[src/rtl/cbc_pkg.sv]
// Constants, types and bus-cycle codes for the processor bus control block.
// How it works
// - The non-maskable interrupt input is looked at only in the last clock cycle of an instruction.
// - A recognised non-maskable interrupt raises an interrupt of vector type 2 that software cannot mask.
// - In minimum mode the memory-or-IO output shows whether the bus cycle targets memory or an I/O device.
// - In minimum mode the write strobe times each write to memory or an I/O device.
// - In minimum mode the acknowledge strobe serves as the read strobe for the vector in an acknowledge cycle.
// - The address latch strobe pulses so an outside latch can capture the address from the shared bus.
// - In minimum mode the direction output tells the data buffer whether data flows in or out.
// - In minimum mode the buffer enable is asserted whenever the data buffer is to pass data.
// - A hold request makes the processor release the bus at the end of the current instruction.
// - Hold acknowledge rises only after the request was accepted and the bus was released.
// - The read strobe goes low to time reads from memory or an I/O port.
// - While ready is low wait states are inserted, and the transfer ends once ready is high.
package cbc_pkg;

    // ------------------------------------------------------------------
    // Bus cycle codes, equal to the maximum-mode status encoding
    // ------------------------------------------------------------------
    localparam logic [2:0] CYC_IRQ_ACK = 3'h0;
    localparam logic [2:0] CYC_IO_RD = 3'h1;
    localparam logic [2:0] CYC_IO_WR = 3'h2;
    localparam logic [2:0] CYC_HOLD = 3'h3;
    localparam logic [2:0] CYC_FETCH = 3'h4;
    localparam logic [2:0] CYC_MEM_RD = 3'h5;
    localparam logic [2:0] CYC_MEM_WR = 3'h6;
    localparam logic [2:0] CYC_PASSIVE = 3'h7;
    localparam int CYC_MEM_BIT = 2;

    localparam logic [7:0] NMI_VECTOR = 8'h02;
    localparam int RESET_MIN_CYCLES = 4;

    // ------------------------------------------------------------------
    // Types
    // ------------------------------------------------------------------
    typedef enum logic [2:0] {S_IDLE, S_T1, S_T2, S_T3, S_TW, S_T4, S_HOLD} cbc_bstate_t;

    typedef struct packed {
        logic [2:0] kind;
        logic [15:0] addr;
        logic [15:0] wdata;
    } cbc_req_t;

    typedef struct packed {
        logic nmi;
        logic ready;
        logic hold;
        logic max_mode;
        logic [15:0] ad;
    } cbc_pin_in_t;

    typedef struct packed {
        logic ale;
        logic rd_n;
        logic wr_n;
        logic irq_ack_strobe_n;
        logic mem_io;
        logic dt_r;
        logic buffer_enable_n;
        logic [2:0] cycle_status;
        logic ctl_oe;
        logic [15:0] ad;
        logic ad_oe;
        logic bus_grant_out;
    } cbc_pin_out_t;

    localparam cbc_pin_out_t PINS_IDLE = '{ale: 1'b0, rd_n: 1'b1, wr_n: 1'b1, irq_ack_strobe_n: 1'b1,
        mem_io: 1'b0, dt_r: 1'b0, buffer_enable_n: 1'b1, cycle_status: CYC_PASSIVE, ctl_oe: 1'b1,
        ad: 16'h0000, ad_oe: 1'b0, bus_grant_out: 1'b0};

    typedef struct packed {
        cbc_bstate_t st;
        cbc_req_t req;
        cbc_pin_in_t sync1;
        cbc_pin_in_t sync2;
        cbc_pin_out_t pins;
        logic [15:0] rdata;
        logic done;
        logic nmi_armed;
        logic nmi_take;
        logic hold_pend;
    } cbc_state_t;

endpackage

[src/rtl/cbc_bus_ctrl.sv]
// Bus control pin sequencer: bus cycles, strobes, status, hold handshake and NMI sampling.
`timescale 1ns/10ps
module cbc_bus_ctrl
    import cbc_pkg::*;
(
    input wire logic i_mclk,
    input wire logic i_srst,
    input wire logic i_instr_last,
    input wire logic i_req_valid,
    input wire cbc_req_t i_req,
    output logic o_req_ready,
    output logic [15:0] o_rdata,
    output logic o_done,
    output logic o_nmi_take,
    output logic [7:0] o_int_type,
    input wire cbc_pin_in_t i_pins,
    output cbc_pin_out_t o_pins
);

    // ------------------------------------------------------------------
    // Decoding helpers
    // ------------------------------------------------------------------
    function automatic logic is_write(input logic [2:0] kind);
        return (kind == CYC_IO_WR) || (kind == CYC_MEM_WR);
    endfunction

    function automatic logic is_read(input logic [2:0] kind);
        return (kind == CYC_IO_RD) || (kind == CYC_MEM_RD) || (kind == CYC_FETCH);
    endfunction

    // Pin levels are a function of the next state and the current synchronised mode pin, so every pin leaves a flip-flop.
    function automatic cbc_pin_out_t drive_pins(input cbc_bstate_t st, input cbc_req_t rq, input logic maxm);
        cbc_pin_out_t p;
        logic strobe;
        p = PINS_IDLE;
        strobe = 1'b0;
        p.mem_io = rq.kind[CYC_MEM_BIT];
        p.dt_r = is_write(rq.kind);
        p.ad = rq.addr;
        case (st)
            S_T1:
            begin
                p.ale = 1'b1;
                p.ad_oe = (rq.kind != CYC_IRQ_ACK);
                p.cycle_status = maxm ? rq.kind : CYC_PASSIVE;
            end
            S_T2:
            begin
                strobe = 1'b1;
                p.cycle_status = maxm ? rq.kind : CYC_PASSIVE;
            end
            S_T3, S_TW:
            begin
                strobe = 1'b1;
            end
            S_T4:
            begin
                p.buffer_enable_n = maxm;
            end
            S_HOLD:
            begin
                // The bus is handed over: strobes and address/data float.
                p.ctl_oe = 1'b0;
                p.bus_grant_out = 1'b1;
            end
            default:
            begin
                p = PINS_IDLE;
            end
        endcase
        if (strobe)
        begin
            p.rd_n = !is_read(rq.kind);
            p.wr_n = !(is_write(rq.kind) && !maxm);
            p.irq_ack_strobe_n = !((rq.kind == CYC_IRQ_ACK) && !maxm);
            p.buffer_enable_n = maxm;
            p.ad = rq.wdata;
            p.ad_oe = is_write(rq.kind);
        end
        return p;
    endfunction

    // ------------------------------------------------------------------
    // State
    // ------------------------------------------------------------------
    cbc_state_t q_ff;
    cbc_state_t nxt_q;

    always_comb
    begin
        nxt_q = q_ff;
        nxt_q.sync1 = i_pins;
        nxt_q.sync2 = q_ff.sync1;
        nxt_q.done = 1'b0;
        nxt_q.nmi_take = 1'b0;

        // A held-high NMI fires once; it must drop before it can be taken again.
        if (!q_ff.sync2.nmi)
        begin
            nxt_q.nmi_armed = 1'b1;
        end
        if (i_instr_last && q_ff.sync2.nmi && q_ff.nmi_armed)
        begin
            nxt_q.nmi_take = 1'b1;
            nxt_q.nmi_armed = 1'b0;
        end

        if (i_instr_last && q_ff.sync2.hold)
        begin
            nxt_q.hold_pend = 1'b1;
        end

        case (q_ff.st)
            S_IDLE:
            begin
                if (q_ff.hold_pend)
                begin
                    nxt_q.st = S_HOLD;
                end
                else if (i_req_valid)
                begin
                    nxt_q.st = S_T1;
                    nxt_q.req = i_req;
                end
            end
            S_T1:
            begin
                nxt_q.st = S_T2;
            end
            S_T2:
            begin
                nxt_q.st = S_T3;
            end
            S_T3, S_TW:
            begin
                nxt_q.st = q_ff.sync2.ready ? S_T4 : S_TW;
            end
            S_T4:
            begin
                nxt_q.st = S_IDLE;
                nxt_q.rdata = q_ff.sync2.ad;
                nxt_q.done = 1'b1;
            end
            S_HOLD:
            begin
                if (!q_ff.sync2.hold)
                begin
                    nxt_q.st = S_IDLE;
                    nxt_q.hold_pend = 1'b0;
                end
            end
            default:
            begin
                nxt_q.st = S_IDLE;
            end
        endcase
        nxt_q.pins = drive_pins(nxt_q.st, nxt_q.req, q_ff.sync2.max_mode);
    end

    // Reset is synchronous; the outside keeps it high for at least RESET_MIN_CYCLES clocks.
    always_ff @(posedge i_mclk)
    begin
        if (i_srst)
        begin
            q_ff <= '{st: S_IDLE, pins: PINS_IDLE, default: '0};
        end
        else
        begin
            q_ff <= nxt_q;
        end
    end

    // ------------------------------------------------------------------
    // Outputs
    // ------------------------------------------------------------------
    assign o_req_ready = (q_ff.st == S_IDLE) && !q_ff.hold_pend;
    assign o_rdata = q_ff.rdata;
    assign o_done = q_ff.done;
    assign o_nmi_take = q_ff.nmi_take;
    assign o_int_type = NMI_VECTOR;
    assign o_pins = q_ff.pins;

    // ------------------------------------------------------------------
    // Checks
    // ------------------------------------------------------------------
    chk_nmi_last_cycle: assert property (@(posedge i_mclk) disable iff (i_srst)
        o_nmi_take |-> $past(i_instr_last) && $past(q_ff.sync2.nmi))
        else $error("NMI taken outside the last instruction cycle.");

    chk_nmi_vector_type: assert property (@(posedge i_mclk) disable iff (i_srst)
        (i_instr_last && q_ff.sync2.nmi && q_ff.nmi_armed) |=> o_nmi_take && (o_int_type == NMI_VECTOR))
        else $error("Recognised NMI did not raise type 2.");

    chk_mem_io_select: assert property (@(posedge i_mclk) disable iff (i_srst)
        o_pins.ale |-> (o_pins.mem_io == q_ff.req.kind[CYC_MEM_BIT]))
        else $error("Memory or IO select wrong at address time.");

    chk_wr_strobe_type: assert property (@(posedge i_mclk) disable iff (i_srst)
        !o_pins.wr_n |-> is_write(q_ff.req.kind) && !q_ff.sync2.max_mode && o_pins.ad_oe)
        else $error("Write strobe outside a driven write cycle.");

    chk_ack_strobe: assert property (@(posedge i_mclk) disable iff (i_srst)
        !o_pins.irq_ack_strobe_n |-> o_pins.rd_n && !o_pins.ad_oe && (q_ff.req.kind == CYC_IRQ_ACK))
        else $error("Acknowledge strobe misused.");

    chk_ale_one_pulse: assert property (@(posedge i_mclk) disable iff (i_srst)
        $rose(o_pins.ale) |-> o_pins.ad_oe || (q_ff.req.kind == CYC_IRQ_ACK) ##1 !o_pins.ale ##1 !o_pins.ale)
        else $error("Address latch strobe not a single pulse.");

    chk_dir_and_enable: assert property (@(posedge i_mclk) disable iff (i_srst)
        (!o_pins.rd_n || !o_pins.wr_n) && !q_ff.sync2.max_mode |-> !o_pins.buffer_enable_n
        && (o_pins.dt_r == !o_pins.wr_n))
        else $error("Buffer direction or enable wrong during a strobe.");

    chk_grant_release: assert property (@(posedge i_mclk) disable iff (i_srst)
        $rose(o_pins.bus_grant_out) |-> !o_pins.ad_oe && !o_pins.ctl_oe && $past(q_ff.hold_pend))
        else $error("Hold acknowledged before the bus was released.");

    chk_status_code: assert property (@(posedge i_mclk) disable iff (i_srst)
        o_pins.ale && q_ff.sync2.max_mode && $past(q_ff.sync2.max_mode) |-> o_pins.cycle_status == q_ff.req.kind)
        else $error("Maximum-mode status does not carry the cycle type.");

    chk_rd_strobe_type: assert property (@(posedge i_mclk) disable iff (i_srst)
        $fell(o_pins.rd_n) |-> is_read(q_ff.req.kind) && $past(o_pins.ale))
        else $error("Read strobe fell outside T2 of a read cycle.");

    chk_wait_states: assert property (@(posedge i_mclk) disable iff (i_srst)
        ((q_ff.st == S_T3) || (q_ff.st == S_TW)) && !q_ff.sync2.ready |=> (q_ff.st == S_TW) && !o_done)
        else $error("Cycle ended while ready was low.");

endmodule // cbc_bus_ctrl

[config.mk]
export PLATFORM = sky130hd
export DESIGN_NAME = cbc_bus_ctrl
export DESIGN_NICKNAME = d
export VERILOG_FILES = /design/src/rtl/cbc_pkg.sv /design/src/rtl/cbc_bus_ctrl.sv
export SDC_FILE = /design/constraint.sdc
export NUM_CORES = 1
export LEC_CHECK = 0
export BUFFER_PORTS_ARGS = -buffer_cell sky130_fd_sc_hd__clkbuf_2
export CORE_ASPECT_RATIO = 0.75
export CORE_MARGIN = 2
export CORE_UTILIZATION = 40
export DETAILED_ROUTE_END_ITERATION = 10
export PLACE_DENSITY = 0.72
export SYNTH_ARGS = -nofsm -noshare
export SYNTH_HDL_FRONTEND = slang
export SYNTH_SLANG_ARGS = --single-unit
[constraint.sdc]
create_clock -name i_mclk -period 1.97 [get_ports i_mclk]
set_input_delay 0.394 -clock i_mclk [delete_from_list [all_inputs] [get_ports i_mclk]]
set_output_delay 0.394 -clock i_mclk [all_outputs]
set_load 0.01 [all_outputs]
==> results by group <==
Logic synthesis
  • Area share of and/or/nand/nor cells after synthesis: 0.1690
  • Post-synth top area share: 0.5522
  • Post-synthesis compound-gate area fraction: 0.07745
  • YS warnings: 0
  • Syn Area/Cell: 10.01 um^2
  • Cell taking the most area after synthesis: dfxtp_1
  • Area contributors post-synth: dfxtp_1 55%, buf_4 8.8%, mux2i_1 7.6%
  • Most frequent cells after synthesis: 127 x dfxtp_1, 54 x buf_4, 45 x nor2_1
  • Asr flop ratio synth: 0
  • Synth Instances: 460
  • Seq/Total Area, Yosys: 0.5522
  • #FFs+latches synth: 127
  • Synth Cell Area: 4604 um^2
  • Most numerous cell in the Yosys netlist: dfxtp_1
  • Largest family of logic cells by synthesized area: simple AND/OR/NAND/NOR gates
  • Multiplexer share of the synthesized area: 0.07935
  • Post-Synth Adder-Cell Area: 0
  • Post-Synth XOR/XNOR Area: 0
  • Ys flop type: dfxtp_1
  • Post-synth cell types: 43
  • Post-synth EDFFs: 0

Drt
  • Vias per inst: 4.609
  • Drt total wl: 8.787 mm
  • Pre-antenna DRT Iters: 6
  • Residual DRC: 0
  • DR WL/cell: 12.98 um
  • Vias: 3120
  • Antenna viol nets, final: 0
  • Initial DRC Count: 163

Floorplanning
  • Initial Utilization: 0.4161
  • Full die area: roughly 12000 um^2
  • Die width: 127.9 um
  • Row cnt: 33
  • Core area: 11070 um^2
  • Die height: 96.92 um
  • Top-Level Pins: 115

GRT
  • Initial antenna violation count: 0
  • GRT Util Overall: 0.1494
  • First-pass GRT wire length: 14.56 mm
  • GR Overflow Total: 0
  • Largest net degree at the start of global routing: 39
  • Vias in the first global route: 3035

Layout
  • Area of the multi-input gates: between 1500 and 2000 um^2
  • N_diodes: 0
  • Share of cells above drive strength 1: 0.2849
  • Post-route insts no fill: 677
  • Fill cell count: 1028
  • Sequential cell area: 2542 um^2
  • Nets@finish: just under 600
  • Area growth, synth to finish: 20.41%
  • Post-route cell area: 5544 um^2

Pwr
  • Total power: 6.913 mW
  • Leak Pwr: ~2.5 nW
  • Max IR drop VDD: roughly 0.00095 V
  • Cell Pwr Density: 1247 nW/um^2

STA
  • Final Hold Fails: 0
  • Setup TNS: 0 ps
  • Minimum clock period: between 1500 and 2000 ps
  • RSZ-0062 raised after global routing: no
  • Final period utilization: 0.8944
  • Final setup violation count: 0
  • Setup Skew: 10.29 ps
  • Setup slack after layout: 208.1 ps
  • Max Slew Vio Count: 0
  • Fmax achieved: 0.5676 GHz

Worst setup path
  • CP Max Fanout: 6
  • R2R depth: 4
  • Reg2Reg Setup Slack: ~210 ps
  • Worst setup path class: reg2reg
  • Crit path capture type: flop
  • Critical Path Source: q_ff[0]$_SDFF_PP0_
  • Worst Setup Start Kind: flop
  • Crit path DAT: 2040 ps
  • Worst Setup EP: o_pins[27]$_SDFF_PP1_
  • Capture point of the worst reg-to-reg path: o_pins[27]$_SDFF_PP1_
  • Worst Path Required: 2240 ps
  • R2R Path Start: q_ff[0]$_SDFF_PP0_

Clock tree
  • Bufs on Longest Clock Path: 2
  • Clock transition at path regs: 60 ps
  • # H-tree levels: 4
  • TritonCTS clock tree: built
  • Resized Gates After CTS: 0
  • # clock sinks: between 100 and 150
  • Post-CTS Hold Buffers: 0
  • Clk root buf: clkbuf_16
  • Clock latency on the worst-skew pair: 400 ps
  • CTS Buf Count: 17
  • Postcts setup bufs: 0

Outcome
  • Outcome: finished clean

Worst hold path
  • Hold Crit Start: i_pins[6]
  • Hold WC Path Type: in2reg
  • Worst hold path stage count: 2

Placement
  • Dpl ws: 234.9 ps
  • Placed cell count: 645
  • Placed Area: 4906 um^2
  • Buffers added on ports: 106
  • Dpl hpwl: 5.933 mm
  • GP Congestion: between 0.7 and 0.8

Flow run
  • Max cap viols: 0
[sequential cells by signal, indices dropped and copies added, names as in the netlist]
name,count
q_ff,60
o_nmi_take,1
o_done,1
o_rdata,16
nxt_q,20
o_pins,29
[routing by layer]
layer  up-vias  track usage  share of wire
met5         -            0              0
met4         0      0.06255         0.0098
met3         7      0.06416          0.072
met2        91       0.2275           0.46
met1      1432       0.1851           0.46
li1       1590            -              -
[placed cells by master (no fill, tap or decap), drive strengths merged, types with 2 or more instances in the layout]
| master | n |
|---|---|
| nor2b | 44 |
| clkinv | 4 |
| nand3b | 3 |
| clkbuf | 125 |
| nand2b | 5 |
| inv | 9 |
| a22oi | 2 |
| nor4 | 2 |
| nor2 | 45 |
| bufinv | 4 |
| o22ai | 16 |
| a21oi | 24 |
| nand2 | 37 |
| conb | 8 |
| o21bai | 2 |
| buf | 13 |
| mux2i | 35 |
| o21ai | 6 |
| nand3 | 4 |
| nand4b | 2 |
| nor3b | 2 |
| dfxtp | 127 |
[worst min path at each step]
stage / endpoint
2_1_floorplan: q_ff[2]$_SDFFE_PP0N_
3_3_place_gp: q_ff[2]$_SDFFE_PP0N_
3_5_place_dp: q_ff[2]$_SDFFE_PP0N_
4_1_cts: nxt_q[55]$_SDFF_PP0_
5_1_grt: nxt_q[51]$_SDFF_PP0_
6_report: nxt_q[55]$_SDFF_PP0_
[critical path: stages (launching register included)]
cell and delay (ps):
dfxtp_1 330, nor4_4 400, nand2_2 200, mux2i_1 330
or3b_1 370
[metrics by stage]
step,utilization,hold WS [ps]
final,0.5010,196.6
after global routing,0.5010,183.6
after CTS,0.5010,178.2
after detailed placement,0.4434,420.1
after global placement,0.4434,404.5
after floorplan,-,400.1
[power by group]
group / internal [mW] / leakage, nW / switching, mW
Combinational: 0.340 / 1.17 / 0.421
Sequential: 2.75 / 1.04 / 0.0653
Clock: 2.20 / 0.311 / 1.14
[area by class of cell]
class / instances / area share
Tap cell: 140 / 0.03160
Clock buffer: 20 / 0.08237
Multi-Input combinational cell: 254 / 0.2760
Sequential cell: 127 / 0.4586
Timing Repair Buffer: 118 / 0.1146
Clock inverter: 12 / 0.03272
Inverter: 6 / 0.004062
[kinds of logic (layout without fill, tap and decap cells)]
family,after synthesis,after routing
AND/OR/NAND/NOR,151,151
flip-flops,127,127
buffers and inverters,85,156
AO/OA/AOI/OAI,59,59
multiplexers,36,36
other,2,8
Power figures use the tool's default switching activity.
